## config.mk

```make
export PLATFORM = sky130hd
export DESIGN_NAME = pixel_edge_mask_unit
export DESIGN_NICKNAME = d
export VERILOG_FILES = /design/src/verilog/edge_pkg.sv /design/src/verilog/pixel_edge_mask_unit.sv /design/src/verilog/edge_mask_gen.sv
export SDC_FILE = /design/constraint.sdc
export NUM_CORES = 1
export LEC_CHECK = 0
export BUFFER_PORTS_ARGS = -buffer_cell sky130_fd_sc_hd__buf_2
export CORE_UTILIZATION = 57
export CTS_CLUSTER_DIAMETER = 40
export DETAILED_ROUTE_END_ITERATION = 8
export HOLD_SLACK_MARGIN = 0.02
export PLACE_DENSITY_LB_ADDON = 0.25
export SLEW_MARGIN = 15
export SYNTH_ARGS = -nofsm -noshare
export SYNTH_HDL_FRONTEND = slang
export SYNTH_SLANG_ARGS = --single-unit
export TNS_END_PERCENT = 30
```

## constraint.sdc

```tcl
create_clock -name clk -period 4.3 [get_ports clk]
set_clock_uncertainty 0.15 [all_clocks]
set_input_delay 0.645 -clock clk [delete_from_list [all_inputs] [get_ports clk]]
set_output_delay 0.645 -clock clk [all_outputs]
set_load 0.005 [all_outputs]
```

## src/verilog/edge_pkg.sv

```systemverilog
`default_nettype none
package edge_pkg;
    // instruction field positions and widths
    localparam int OP_LSB    = 30;
    localparam int OP_W      = 2;
    localparam int RD_LSB    = 25;
    localparam int RD_W      = 5;
    localparam int OP3_LSB   = 19;
    localparam int OP3_W     = 6;
    localparam int OPF_LSB   = 5;
    localparam int OPF_W     = 9;
    // opf sub-fields
    localparam int OPF_NOFLAGS_BIT = 0;
    localparam int OPF_LE_BIT      = 1;
    localparam int OPF_SIZE_LSB    = 2;
    localparam int OPF_HI_LSB      = 4;
    localparam int OPF_HI_W        = 5;
    // encodings of the edge group
    localparam logic [1:0] OP_ARITH   = 2'h2;
    localparam logic [5:0] OP3_EDGE   = 6'h36;
    localparam logic [4:0] OPF_HI_EDGE = 5'h00;
    // address comparison ranges
    localparam int LINE_LSB     = 3;
    localparam int ADDR32_MSB   = 31;
    // reset values
    localparam logic [63:0] RESULT_RST = 64'h0;
    localparam logic [7:0]  CCR_RST    = 8'h00;
    localparam logic [4:0]  RD_RST     = 5'h00;

    // element size selected by opf bits 3:2
    typedef enum logic [1:0] {SZ_BYTE, SZ_HALF, SZ_WORD, SZ_BAD} elem_size_t;
endpackage
`default_nettype wire

```

## src/verilog/pixel_edge_mask_unit.sv

```systemverilog
// Contract
// - left/right masks from operands' low three bits
// - 64-bit mode: upper 61 bits equal, AND masks
// - 32-bit mode: bits 31:3 equal, AND masks
// - otherwise write left edge mask only
// - mask in low 2, 4 or 8 bits
// - flag variants set codes like subtract
// - little-endian mask is bit-reversed big-endian
// - left mask: ones from offset to LSB
// - flag opf codes 0x00/0x04/0x08, bit1 little-endian
// - opf bit0 set: same mask, codes unchanged
// - decode only op3 110110 with standard fields
`default_nettype none
module pixel_edge_mask_unit
(
    // clock, reset, enable
    input  wire logic        clk,
    input  wire logic        rstn,
    input  wire logic        clk_en,
    // issue from the pipeline
    input  wire logic        issue_valid,
    input  wire logic [31:0] instr,
    input  wire logic [63:0] first_source_operand,
    input  wire logic [63:0] second_source_operand,
    input  wire logic        addr_mask_32_enable,
    // writeback of the destination register
    output logic             result_valid,
    output logic      [4:0]  result_rd,
    output logic      [63:0] result_data,
    // condition code update {xcc n z v c, icc n z v c}
    output logic             ccr_write,
    output logic      [7:0]  ccr_value
);
    import edge_pkg::*;

    // reset release through two flops
    logic rst_meta_reg;
    logic rst_sync_reg;
    always_ff @(posedge clk or negedge rstn)
    begin
        if (!rstn)
        begin
            rst_meta_reg <= 1'b0;
            rst_sync_reg <= 1'b0;
        end
        else
        begin
            rst_meta_reg <= 1'b1;
            rst_sync_reg <= rst_meta_reg;
        end
    end

    // instruction fields
    logic [OP_W-1:0]  f_op;
    logic [OP3_W-1:0] f_op3;
    logic [OPF_W-1:0] f_opf;
    logic [RD_W-1:0]  f_rd;
    elem_size_t       size;
    logic             is_edge;
    logic             no_flags;
    logic             little;
    assign f_op     = instr[OP_LSB +: OP_W];
    assign f_op3    = instr[OP3_LSB +: OP3_W];
    assign f_opf    = instr[OPF_LSB +: OPF_W];
    assign f_rd     = instr[RD_LSB +: RD_W];
    assign size     = elem_size_t'(f_opf[OPF_SIZE_LSB +: 2]);
    assign no_flags = f_opf[OPF_NOFLAGS_BIT];
    assign little   = f_opf[OPF_LE_BIT];
    // recognise the twelve edge encodings
    assign is_edge  = (f_op == OP_ARITH) && (f_op3 == OP3_EDGE)
                      && (f_opf[OPF_HI_LSB +: OPF_HI_W] == OPF_HI_EDGE)
                      && (size != SZ_BAD);

    // same scan line test under the address mode
    logic same_line;
    assign same_line = addr_mask_32_enable
        ? (first_source_operand[ADDR32_MSB:LINE_LSB] == second_source_operand[ADDR32_MSB:LINE_LSB])
        : (first_source_operand[63:LINE_LSB] == second_source_operand[63:LINE_LSB]);

    logic [7:0] mask;
    edge_mask_gen u_mask
    (
        .size          (size),
        .little_endian (little),
        .left_off      (first_source_operand[2:0]),
        .right_off     (second_source_operand[2:0]),
        .same_line     (same_line),
        .mask          (mask)
    );

    // subtract for condition codes
    logic [64:0] diff;
    logic [32:0] diff32;
    logic [3:0]  xcc;
    logic [3:0]  icc;
    assign diff   = {1'b0, first_source_operand} - {1'b0, second_source_operand};
    assign diff32 = {1'b0, first_source_operand[31:0]} - {1'b0, second_source_operand[31:0]};
    assign xcc = {diff[63], diff[63:0] == 64'h0,
                  (first_source_operand[63] != second_source_operand[63]) && (diff[63] != first_source_operand[63]),
                  diff[64]};
    assign icc = {diff32[31], diff32[31:0] == 32'h0,
                  (first_source_operand[31] != second_source_operand[31]) && (diff32[31] != first_source_operand[31]),
                  diff32[32]};

    // output register next values
    logic        valid_reg, valid_next;
    logic [4:0]  rd_reg, rd_next;
    logic [63:0] data_reg, data_next;
    logic        ccw_reg, ccw_next;
    logic [7:0]  ccr_reg, ccr_next;
    always_comb
    begin
        valid_next = 1'b0;
        rd_next    = rd_reg;
        data_next  = data_reg;
        ccw_next   = 1'b0;
        ccr_next   = ccr_reg;
        if (issue_valid && is_edge)
        begin
            valid_next = 1'b1;
            rd_next    = f_rd;
            data_next  = {56'h0, mask};
            ccw_next   = !no_flags;
            if (!no_flags)
            begin
                ccr_next = {xcc, icc};
            end
        end
    end

    // output registers, frozen while enable is low
    always_ff @(posedge clk or negedge rstn)
    begin
        if (!rstn)
        begin
            valid_reg <= 1'b0;
            rd_reg    <= RD_RST;
            data_reg  <= RESULT_RST;
            ccw_reg   <= 1'b0;
            ccr_reg   <= CCR_RST;
        end
        else if (!rst_sync_reg)
        begin
            valid_reg <= 1'b0;
            rd_reg    <= RD_RST;
            data_reg  <= RESULT_RST;
            ccw_reg   <= 1'b0;
            ccr_reg   <= CCR_RST;
        end
        else if (clk_en)
        begin
            valid_reg <= valid_next;
            rd_reg    <= rd_next;
            data_reg  <= data_next;
            ccw_reg   <= ccw_next;
            ccr_reg   <= ccr_next;
        end
    end

    assign result_valid = valid_reg;
    assign result_rd    = rd_reg;
    assign result_data  = data_reg;
    assign ccr_write    = ccw_reg;
    assign ccr_value    = ccr_reg;
endmodule // pixel_edge_mask_unit
`default_nettype wire

```

## src/verilog/edge_mask_gen.sv

```systemverilog
`default_nettype none
module edge_mask_gen
(
    // operation select
    input  wire edge_pkg::elem_size_t size,
    input  wire logic                 little_endian,
    // address offsets and line match
    input  wire logic [2:0]           left_off,
    input  wire logic [2:0]           right_off,
    input  wire logic                 same_line,
    // mask in low bits
    output logic      [7:0]           mask
);
    import edge_pkg::*;

    logic [7:0] left_m;
    logic [7:0] right_m;
    logic [7:0] be_m;
    logic [7:0] rev8;
    logic [7:0] rev4;
    logic [7:0] rev2;

    // left and right big-endian masks per element size
    always_comb
    begin
        left_m  = 8'h00;
        right_m = 8'h00;
        case (size)
            SZ_BYTE:
            begin
                left_m  = 8'hFF >> left_off;
                right_m = 8'hFF << (3'h7 - right_off);
            end
            SZ_HALF:
            begin
                left_m  = {4'h0, 4'hF >> left_off[2:1]};
                right_m = {4'h0, 4'(4'hF << (2'h3 - right_off[2:1]))};
            end
            SZ_WORD:
            begin
                left_m  = {6'h00, 2'h3 >> left_off[2]};
                right_m = {6'h00, 2'(2'h3 << (1'h1 - right_off[2]))};
            end
            default:
            begin
                left_m  = 8'h00;
                right_m = 8'h00;
            end
        endcase
        be_m = same_line ? (left_m & right_m) : left_m;
    end

    // bit reversal within the element mask width
    genvar i;
    generate
        for (i = 0; i < 8; i++)
        begin : g_rev
            assign rev8[i] = be_m[7 - i];
            assign rev4[i] = (i < 4) ? be_m[(3 - i) & 3] : 1'b0;
            assign rev2[i] = (i < 2) ? be_m[(1 - i) & 1] : 1'b0;
        end
    endgenerate

    // little-endian selects the reversed form
    always_comb
    begin
        mask = be_m;
        if (little_endian)
        begin
            case (size)
                SZ_BYTE: mask = rev8;
                SZ_HALF: mask = rev4;
                SZ_WORD: mask = rev2;
                default: mask = 8'h00;
            endcase
        end
    end
endmodule // edge_mask_gen
`default_nettype wire

```

Word level (Yosys, flattened, before mapping)

Index checks and enable logic that the tools add are counted.

Shift operators: 6
Equality and inequality tests: 14
Muxes and demuxes: 22
Bitwise logic cells: 1
Add/subtract/negate cells: 5
Reductions and logical operators: 13

Operators by type and width:

| operator                                                            | count |
|---|---|
| 64-bit two-way mux                                                  | 3 |
| 8-bit one-hot mux with 3 select lines                               | 3 |
| 64-bit by 64-bit subtractor with 65-bit output                      | 1 |
| 64-bit zero test                                                    | 1 |
| 61-bit equality test                                                | 1 |
| 8-bit two-way mux                                                   | 6 |
| 32-bit by 32-bit subtractor with 33-bit output                      | 1 |
| 32-bit zero test                                                    | 1 |
| 29-bit equality test                                                | 1 |
| 5-bit two-way mux                                                   | 3 |
| 8-bit AND                                                           | 1 |
| 8-bit by 3-bit << shifter with 8-bit output (first input constant)  | 1 |
| 8-bit by 3-bit right shift with 8-bit output (first input constant) | 1 |
| 1-bit two-way mux                                                   | 7 |
| 6-bit equality test (second input constant)                         | 1 |
| 1-bit logical AND                                                   | 6 |
| 2-bit != test (second input constant)                               | 3 |
| 5-bit zero test                                                     | 1 |
| 2-bit equality test (second input constant)                         | 2 |
| 1-bit != test                                                       | 4 |
| 4-bit by 2-bit << shifter with 4-bit output (first input constant)  | 1 |
| 4-bit by 2-bit right shift with 4-bit output (first input constant) | 1 |
| 3-bit AND reduction                                                 | 1 |
| 3-bit subtractor (first input constant)                             | 1 |
| other kinds (9)                                                     | 9 |

Flip-flop bits (word level): 81

Depth between registers and ports, before layout

Gate-level depths: netlist (run 1).

Depth after elaboration: 10
Depth in mapped cells: 15
Gate-level depth less buffers: 13

Hierarchy

From an unflattened synthesis (run 1), not the netlist that was laid out.

Cell total of the unflattened synthesis: 1019
Area total of the unflattened synthesis: 7038.0 µm²

Modules (own cells, without submodules):

| module               | cells each | area each (µm²) | instances | seq. area each (µm²) |
|---|---|---|---|---|
| pixel_edge_mask_unit | 952        | 6612.6          | 1         | 625.6 |
| edge_mask_gen        | 67         | 425.4           | 1         | 0.0 |

Worst setup path before layout (run 1)

No wires, ideal clock.

Path kind: input to register
From: in second_source_operand[9]
To: reg ccr_reg[6], in the netlist ccr_value[6]
Cell stages on the path: 13
Library setup time: 0.066 ns
Arrival: 3.290 ns
Setup slack: 0.794 ns
Path buffers: 1
Path through: inv_1 ha_1 buf_4 o21ai_0 nor2_1 and4b_1 nor4_1 nor2_1 xnor2_1 or4_1 nor4_2 nor4b_2 a22o_1

Cells in the longest elaborated chain, start to end: 6

Ends and longest elaborated chain:

| what                                           | line                        | text |
|---|---|---|
| from (decl)                                    | pixel_edge_mask_unit.sv:24  | `input wire logic [63:0] second_source_operand,` |
| 64-bit by 64-bit subtractor with 65-bit output | pixel_edge_mask_unit.sv:96  | `assign diff = {1'b0, first_source_operand} - {1'b0, second_source_operand};` |
| 64-bit zero test                               | pixel_edge_mask_unit.sv:98  | `assign xcc = {diff[63], diff[63:0] == 64'h0,` |
| 8-bit two-way mux                              | pixel_edge_mask_unit.sv:124 | `if (!no_flags)` |
| 8-bit two-way mux                              | pixel_edge_mask_unit.sv:118 | `if (issue_valid && is_edge)` |
| 8-bit two-way mux                              | pixel_edge_mask_unit.sv:150 | `else if (clk_en)` |
| 8-bit two-way mux                              | pixel_edge_mask_unit.sv:142 | `else if (!rst_sync_reg)` |
| to (signal assigned)                           | pixel_edge_mask_unit.sv:156 | `ccr_reg <= ccr_next;` |
| to (decl)                                      | pixel_edge_mask_unit.sv:110 | `logic [7:0] ccr_reg, ccr_next;` |

Every way passes these cells. The select of a mux whose other input is x is not followed.
A chain may end at the register's enable or synchronous reset.

Final worst setup path (run 1)

From: in first_source_operand[26]
To: reg ccr_reg[6], in the netlist ccr_value[6]

Cells in the longest elaborated chain, start to end: 6

Ends and longest elaborated chain:

| what                                           | line                        | text |
|---|---|---|
| from (decl)                                    | pixel_edge_mask_unit.sv:23  | `input wire logic [63:0] first_source_operand,` |
| 64-bit by 64-bit subtractor with 65-bit output | pixel_edge_mask_unit.sv:96  |  |
| 64-bit zero test                               | pixel_edge_mask_unit.sv:98  |  |
| 8-bit two-way mux                              | pixel_edge_mask_unit.sv:124 |  |
| 8-bit two-way mux                              | pixel_edge_mask_unit.sv:118 |  |
| 8-bit two-way mux                              | pixel_edge_mask_unit.sv:150 |  |
| 8-bit two-way mux                              | pixel_edge_mask_unit.sv:142 |  |

Every way passes these cells. The select of a mux whose other input is x is not followed.

==> results of run 1 <==
[cells in the mapped netlist, types with 18 or more instances]
library cell and n:
o21a_1 23, buf_4 64, a21boi_0 18, ha_1 64, nand4_1 31, o21ai_0 59
nor3_1 21, clkbuf_1 33, inv_1 84, nand2_1 115, a21oi_1 104, dfrtp_1 25
nor2_1 67, nand3_1 23
[power groups by stage]
stage / Sequential [W] / Clock [W] / Combinational (W)
6_report: 0.000238 / 0.000217 / 0.000946
5_1_grt: 0.000238 / 0.000231 / 0.00104
4_1_cts: 0.000238 / 0.000218 / 0.000924
3_5_place_dp: 0.000243 / 0 / 0.000918
3_3_place_gp: 0.000243 / 0 / 0.000910
2_1_floorplan: 0.000241 / 0 / 0.000683
[per-stage QoR]
stage	setup slack, ns	hold WS, ns	area [sq um]
2_1_floorplan	0.794	0.181	7150
3_3_place_gp	0.146	0.183	7760
3_5_place_dp	0.180	0.190	7760
4_1_cts	0.430	0.205	7840
5_1_grt	0.0914	0.232	7840
6_report	0.357	0.206	7840
[per-layer routing]
metal / GRT usage / vias up / wire length (microns)
met5: 0 / - / 0
met4: 0.109 / 0 / 681
met3: 0.0292 / 52 / 1320
met2: 0.613 / 372 / 10600
met1: 0.417 / 3658 / 9050
li1: - / 3974 / -
[placed cells by master, fill, tap and decap left out, drive strengths merged, types with 15 or more instances in the layout]
cell / n
a21boi: 18
a21o: 16
a21oi: 105
buf: 207
conb: 57
dfrtp: 25
ha: 64
inv: 85
nand2: 120
nand3: 23
nand4: 32
nor2: 68
nor3: 21
nor4: 15
o21a: 23
o21ai: 75
[critical path: cells and delay by family]
family / cells / cell delay, ns
AOI/OAI and AO/OA: 7 / 1.44
adders and majority gates: 1 / 0.43
buffers and inverters: 3 / 0.49
muxes: 1 / 0.18
and+or+nand+nor: 3 / 0.81
[final cells by class]
cell class / count / area [sq um]
well taps: 143 / 179
flip-flops and latches: 25 / 626
fillers: 1141 / 3820
clock buffers: 3 / 75.1
multi-input cells: 864 / 5530
inverters: 84 / 315
repair buffers: 207 / 1110
clock inverters: 1 / 8.76
[worst paths after layout]
check	cells after the start	slack [ns]	start	to
min in group clk	0	0.21	rst_meta_reg	rst_sync_reg
max reg2reg	9	1.30	rst_sync_reg	ccr_value[6]
min reg2reg	0	0.21	rst_meta_reg	rst_sync_reg
min	1	0.21	rstn	result_rd[3]
max in group asynchronous	1	3.42	rstn	result_data[0]
max	15	0.36	first_source_operand[26]	ccr_value[6]
[logic make-up (layout without fill, tap and decap cells)]
kind of cell / after synthesis / after routing / share of synthesized area
other: 2 / 57 / 0.00108
AO/OA/AOI/OAI: 341 / 341 / 0.325
XOR/XNOR: 25 / 25 / 0.0315
AND/OR/NAND/NOR: 365 / 365 / 0.274
buffers and inverters: 196 / 295 / 0.144
adder cells (fa/ha/maj): 64 / 64 / 0.115
multiplexers: 12 / 12 / 0.0180
flip-flops: 25 / 25 / 0.0901
==> results.cfg, run 1 <==
[clock_tree]
clk_pin_slew_worst_paths_ns = 0.07
post-cts-setup-buffers = 0
cts_tree = done
numClockSinks = 25
cts_max_level = 1
cts_buffers = 3
clk_path_buf_depth = 2
cts_resized = 0
insertion_delay_ns = 0.26
cts-root-buf = clkbuf_16
hold_buffers = 0

[run_status]
run_status = finished clean

[power]
p_switching_w = 0.000661
combPwrFrac = 0.675
worst_ir_drop_vdd_mv = 0.162
finalPower_w = 0.00140
intPower_w = 0.000740
clkPwrFrac = 0.155
switching_share = 0.472
seqPwrFrac = 0.170
power_density_nw_per_um2 = 179
leakage_nw = 3.80

[critical_path]
critPathSlowestCell = o311ai_0
startpoint_type = input pin
cp_data_required_time_ns = 4.36
crit_chain = buf_2 -> ha_1 -> a21oi_1 -> o21ai_0 -> o311ai_0 -> buf_4 -> a21oi_1 -> o22ai_1 -> buf_4 -> mux2i_1 -> o211ai_1 -> nor4_1 -> nand4_1 -> nor4_1 -> a22o_1
crit_path_max_incr_delay_ns = 0.53
crit_type = input pin to register
arrival_ns = 4.00
worstPathMaxFanout = 9
endpoint_kind = register

[global_routing]
overflow = 0
grt_pass1_wl_microns = 35100
first_global_vias = 7337
grt_max_degree = 26
antenna_found_initial = 0
grt_util_all_layers = 0.337

[floorplan]
io_pins = 244
die_area_sq_um = 12600
start_util = 0.596
die_h_microns = 112
core_area_sq_um = 11700
die_w_microns = 112
fp-row-count = 39

[finish]
layout-area-overhead-vs-synth_pct = 12.9
stdcell_count = 1327
num_antenna_cells = 0
drive_gt1_frac = 0.206
fin_util = 0.672
num-nets-final = 1414

[timing]
fmax_mhz = 254
finalHoldViolCount = 0
tns_ns = 0
slew_violations = 0
finalCriticalPeriod_ns = 3.94
relSlewSlack = 0.528
rsz0062_at_grt = no
setup_viol = 0
fin_crit_sh = 0.917
tightestPinTransition_ns = 0.701

[logic_synthesis]
ys_seq_area_frac = 0.0901
synth_area_per_cell_sq_um = 6.74
synthDistinctLibCells = 87
async_flop_share = 1.00
yosysWarningCount = 0
yosysTopAreaCell = ha_1
synth_seq_cells = 25
syn_inst = 1030
synth_ff_type = dfrtp_1
synth-edff-count = 0
synth_top_area_frac = 0.115
synth_area_leaders = ha_1, dfrtp_1, a21oi_1
netlist_area_sq_um = 6950

[min_path]
hold_path_class = input pin to async pin

[placement]
globalplace.congestion = 1.03
dp_hpwl_microns = 18100
dp_cells = 1323
placement.io_buffers = 177

[drt]
antenna_left = 0
vias = 8056
vias_per_cell = 6.07
drt-initial-drc-count = 686
firstDrtPassIters = 8
routedWlPerCell_microns = 16.3
wirelength_microns = 21700
drc = 0

[run]
cap_violations = 0
No activity file was read; power rests on OpenSTA's default activity.
==> run 2: changes to the inputs <==
--- a/config.mk
+++ b/config.mk
@@ -11,6 +11,7 @@
 export DETAILED_ROUTE_END_ITERATION = 8
 export HOLD_SLACK_MARGIN = 0.02
 export PLACE_DENSITY_LB_ADDON = 0.25
+export REMOVE_ABC_BUFFERS = 1
 export SLEW_MARGIN = 15
 export SYNTH_ARGS = -nofsm -noshare
 export SYNTH_HDL_FRONTEND = slang
==> run 2 against run 1 <==
  * Final cell count increased by 1.1%
  * Flip-flop and latch count did not move
  * Global-route usage up 0.49 points
  * Routed wire length is 0.93% higher
  * Critical endpoint unchanged
  * Highest routed layer unchanged
==> results.cfg, run 2 (synthesis results as in run 1) <==
[min_path]
hold_end = rst_sync_reg
hold_depth = 0
worstHoldStart = rst_meta_reg
hold_path_class = register to register

[clock_tree]
clk_pin_slew_worst_paths_ns = 0.07
insertion_delay_ns = 0.26
cts_resized = 0
clk_path_buf_depth = 2
post-cts-setup-buffers = 0
cts-root-buf = clkbuf_16
hold_buffers = 0
cts_max_level = 1
cts_buffers = 3
cts_tree = done
numClockSinks = 25

[finish]
drive_gt1_frac = 0.215
final_cell_mix = buf_2, nand2_1, a21oi_1
stdcell_count = 1341
num-nets-final = 1427
final_common_cell = buf_2
fin_util = 0.681
layout-area-overhead-vs-synth_pct = 14.3

[placement]
dp_cells = 1336
placement.io_buffers = 177
pre_cts_slack_ns = 0.182
globalplace.congestion = 0.976
dp_hpwl_microns = 18300

[run_status]
run_status = finished clean

[floorplan]
fp-row-count = 39
io_pins = 244
die_area_sq_um = 12600
die_w_microns = 112
die_h_microns = 112
core_area_sq_um = 11700
start_util = 0.596

[timing]
fin_crit_sh = 0.907
finalCriticalPeriod_ns = 3.90
rsz0062_at_grt = no
layout_setup_ws_ns = 0.398
slew_violations = 0
finalHoldViolCount = 0
setup_viol = 0
tightestPinTransition_ns = 0.811
fmax_mhz = 256
tns_ns = 0
relSlewSlack = 0.454

[power]
combPwrFrac = 0.678
leakage_nw = 3.86
intPower_w = 0.000750
power_density_nw_per_um2 = 178
p_switching_w = 0.000663
switching_share = 0.469
seqPwrFrac = 0.169
worst_ir_drop_vdd_mv = 0.129
clkPwrFrac = 0.154

[global_routing]
grt_util_all_layers = 0.342
first_global_vias = 7357
grt_max_degree = 26
antenna_found_initial = 0
grt_pass1_wl_microns = 35300
overflow = 0

[critical_path]
reg2reg_from = rst_sync_reg
crit_type = input pin to register
worstPathMaxFanout = 7
startpoint_type = input pin
crit_chain = buf_2 -> ha_1 -> a21oi_1 -> o21ai_0 -> a221oi_1 -> o31ai_1 -> or2_1 -> xor2_1 -> a2111oi_0 -> nand4_1 -> nor4_2 -> buf_4 -> nor4b_2 -> a22o_1
ff2ff_path_depth = 10
reg2reg_to = ccr_value[6]
arrival_ns = 3.96
cp_data_required_time_ns = 4.35
r2r_slack_ns = 1.26
critPathSlowestCell = ha_1
crit_path_max_incr_delay_ns = 0.38
endpoint_kind = register

[drt]
routedWlPerCell_microns = 16.3
wirelength_microns = 21900
vias = 8048
drt-initial-drc-count = 508
vias_per_cell = 6.00
firstDrtPassIters = 5
drc = 0
antenna_left = 0

[run]
cap_violations = 0
-- run 2: cell count changes in the layout (fill, tap and decap cells not counted) --
cell     delta
buf_4      +13
diode_2     +1
-- run 2: worst max-delay path by stage --
stage / start / endpoint / slack (ns) / cells past startpoint
2_1_floorplan: second_source_operand[7] / ccr_value[6] / 0.76 / 12
3_3_place_gp: first_source_operand[16] / ccr_value[6] / 0.20 / 14
3_5_place_dp: second_source_operand[13] / ccr_value[6] / 0.18 / 15
4_1_cts: second_source_operand[13] / ccr_value[6] / 0.44 / 15
5_1_grt: second_source_operand[15] / ccr_value[6] / 0.13 / 15
6_report: first_source_operand[16] / ccr_value[6] / 0.40 / 14
-- run 2: critical path: cells and delay by family --
family	cells	cell delay, ns
fa+ha+maj	1	0.38
xor+xnor	1	0.18
buf+inv	2	0.27
simple gates	4	0.95
compound gates	6	1.52
-- run 2: final cells by class --
class	instances	area [sq um]
multi-input cells	864	5530
fillers	1111	3720
repair buffers	220	1210
flip-flops and latches	25	626
inverters	84	315
well taps	143	179
clock buffers	3	75.1
clock inverters	1	8.76
diodes	1	2.50
-- run 2: power groups by stage --
stage                     combinational [W]  clock (W)  sequential [W]
final                              0.000957   0.000217        0.000238
after global routing                0.00105   0.000231        0.000238
after CTS                          0.000938   0.000218        0.000238
after detailed placement           0.000931          0        0.000243
after global placement             0.000927          0        0.000243
after floorplan                    0.000625          0        0.000242
-- run 2: per-stage QoR --
stage	hold slack, ns	total power [W]	instance area [sq um]
after global routing	0.210	0.00152	7940
final	0.204	0.00141	7940
after detailed placement	0.192	0.00117	7860
after floorplan	0.181	0.000867	6470
after global placement	0.182	0.00117	7860
after CTS	0.207	0.00139	7940
-- run 2: routing by layer --
layer / track usage / part of all wire / up-vias
met5: 0 / 0 / -
met3: 0.0297 / 0.057 / 66
met2: 0.602 / 0.47 / 377
met4: 0.154 / 0.045 / 0
met1: 0.424 / 0.43 / 3625
li1: - / - / 3980
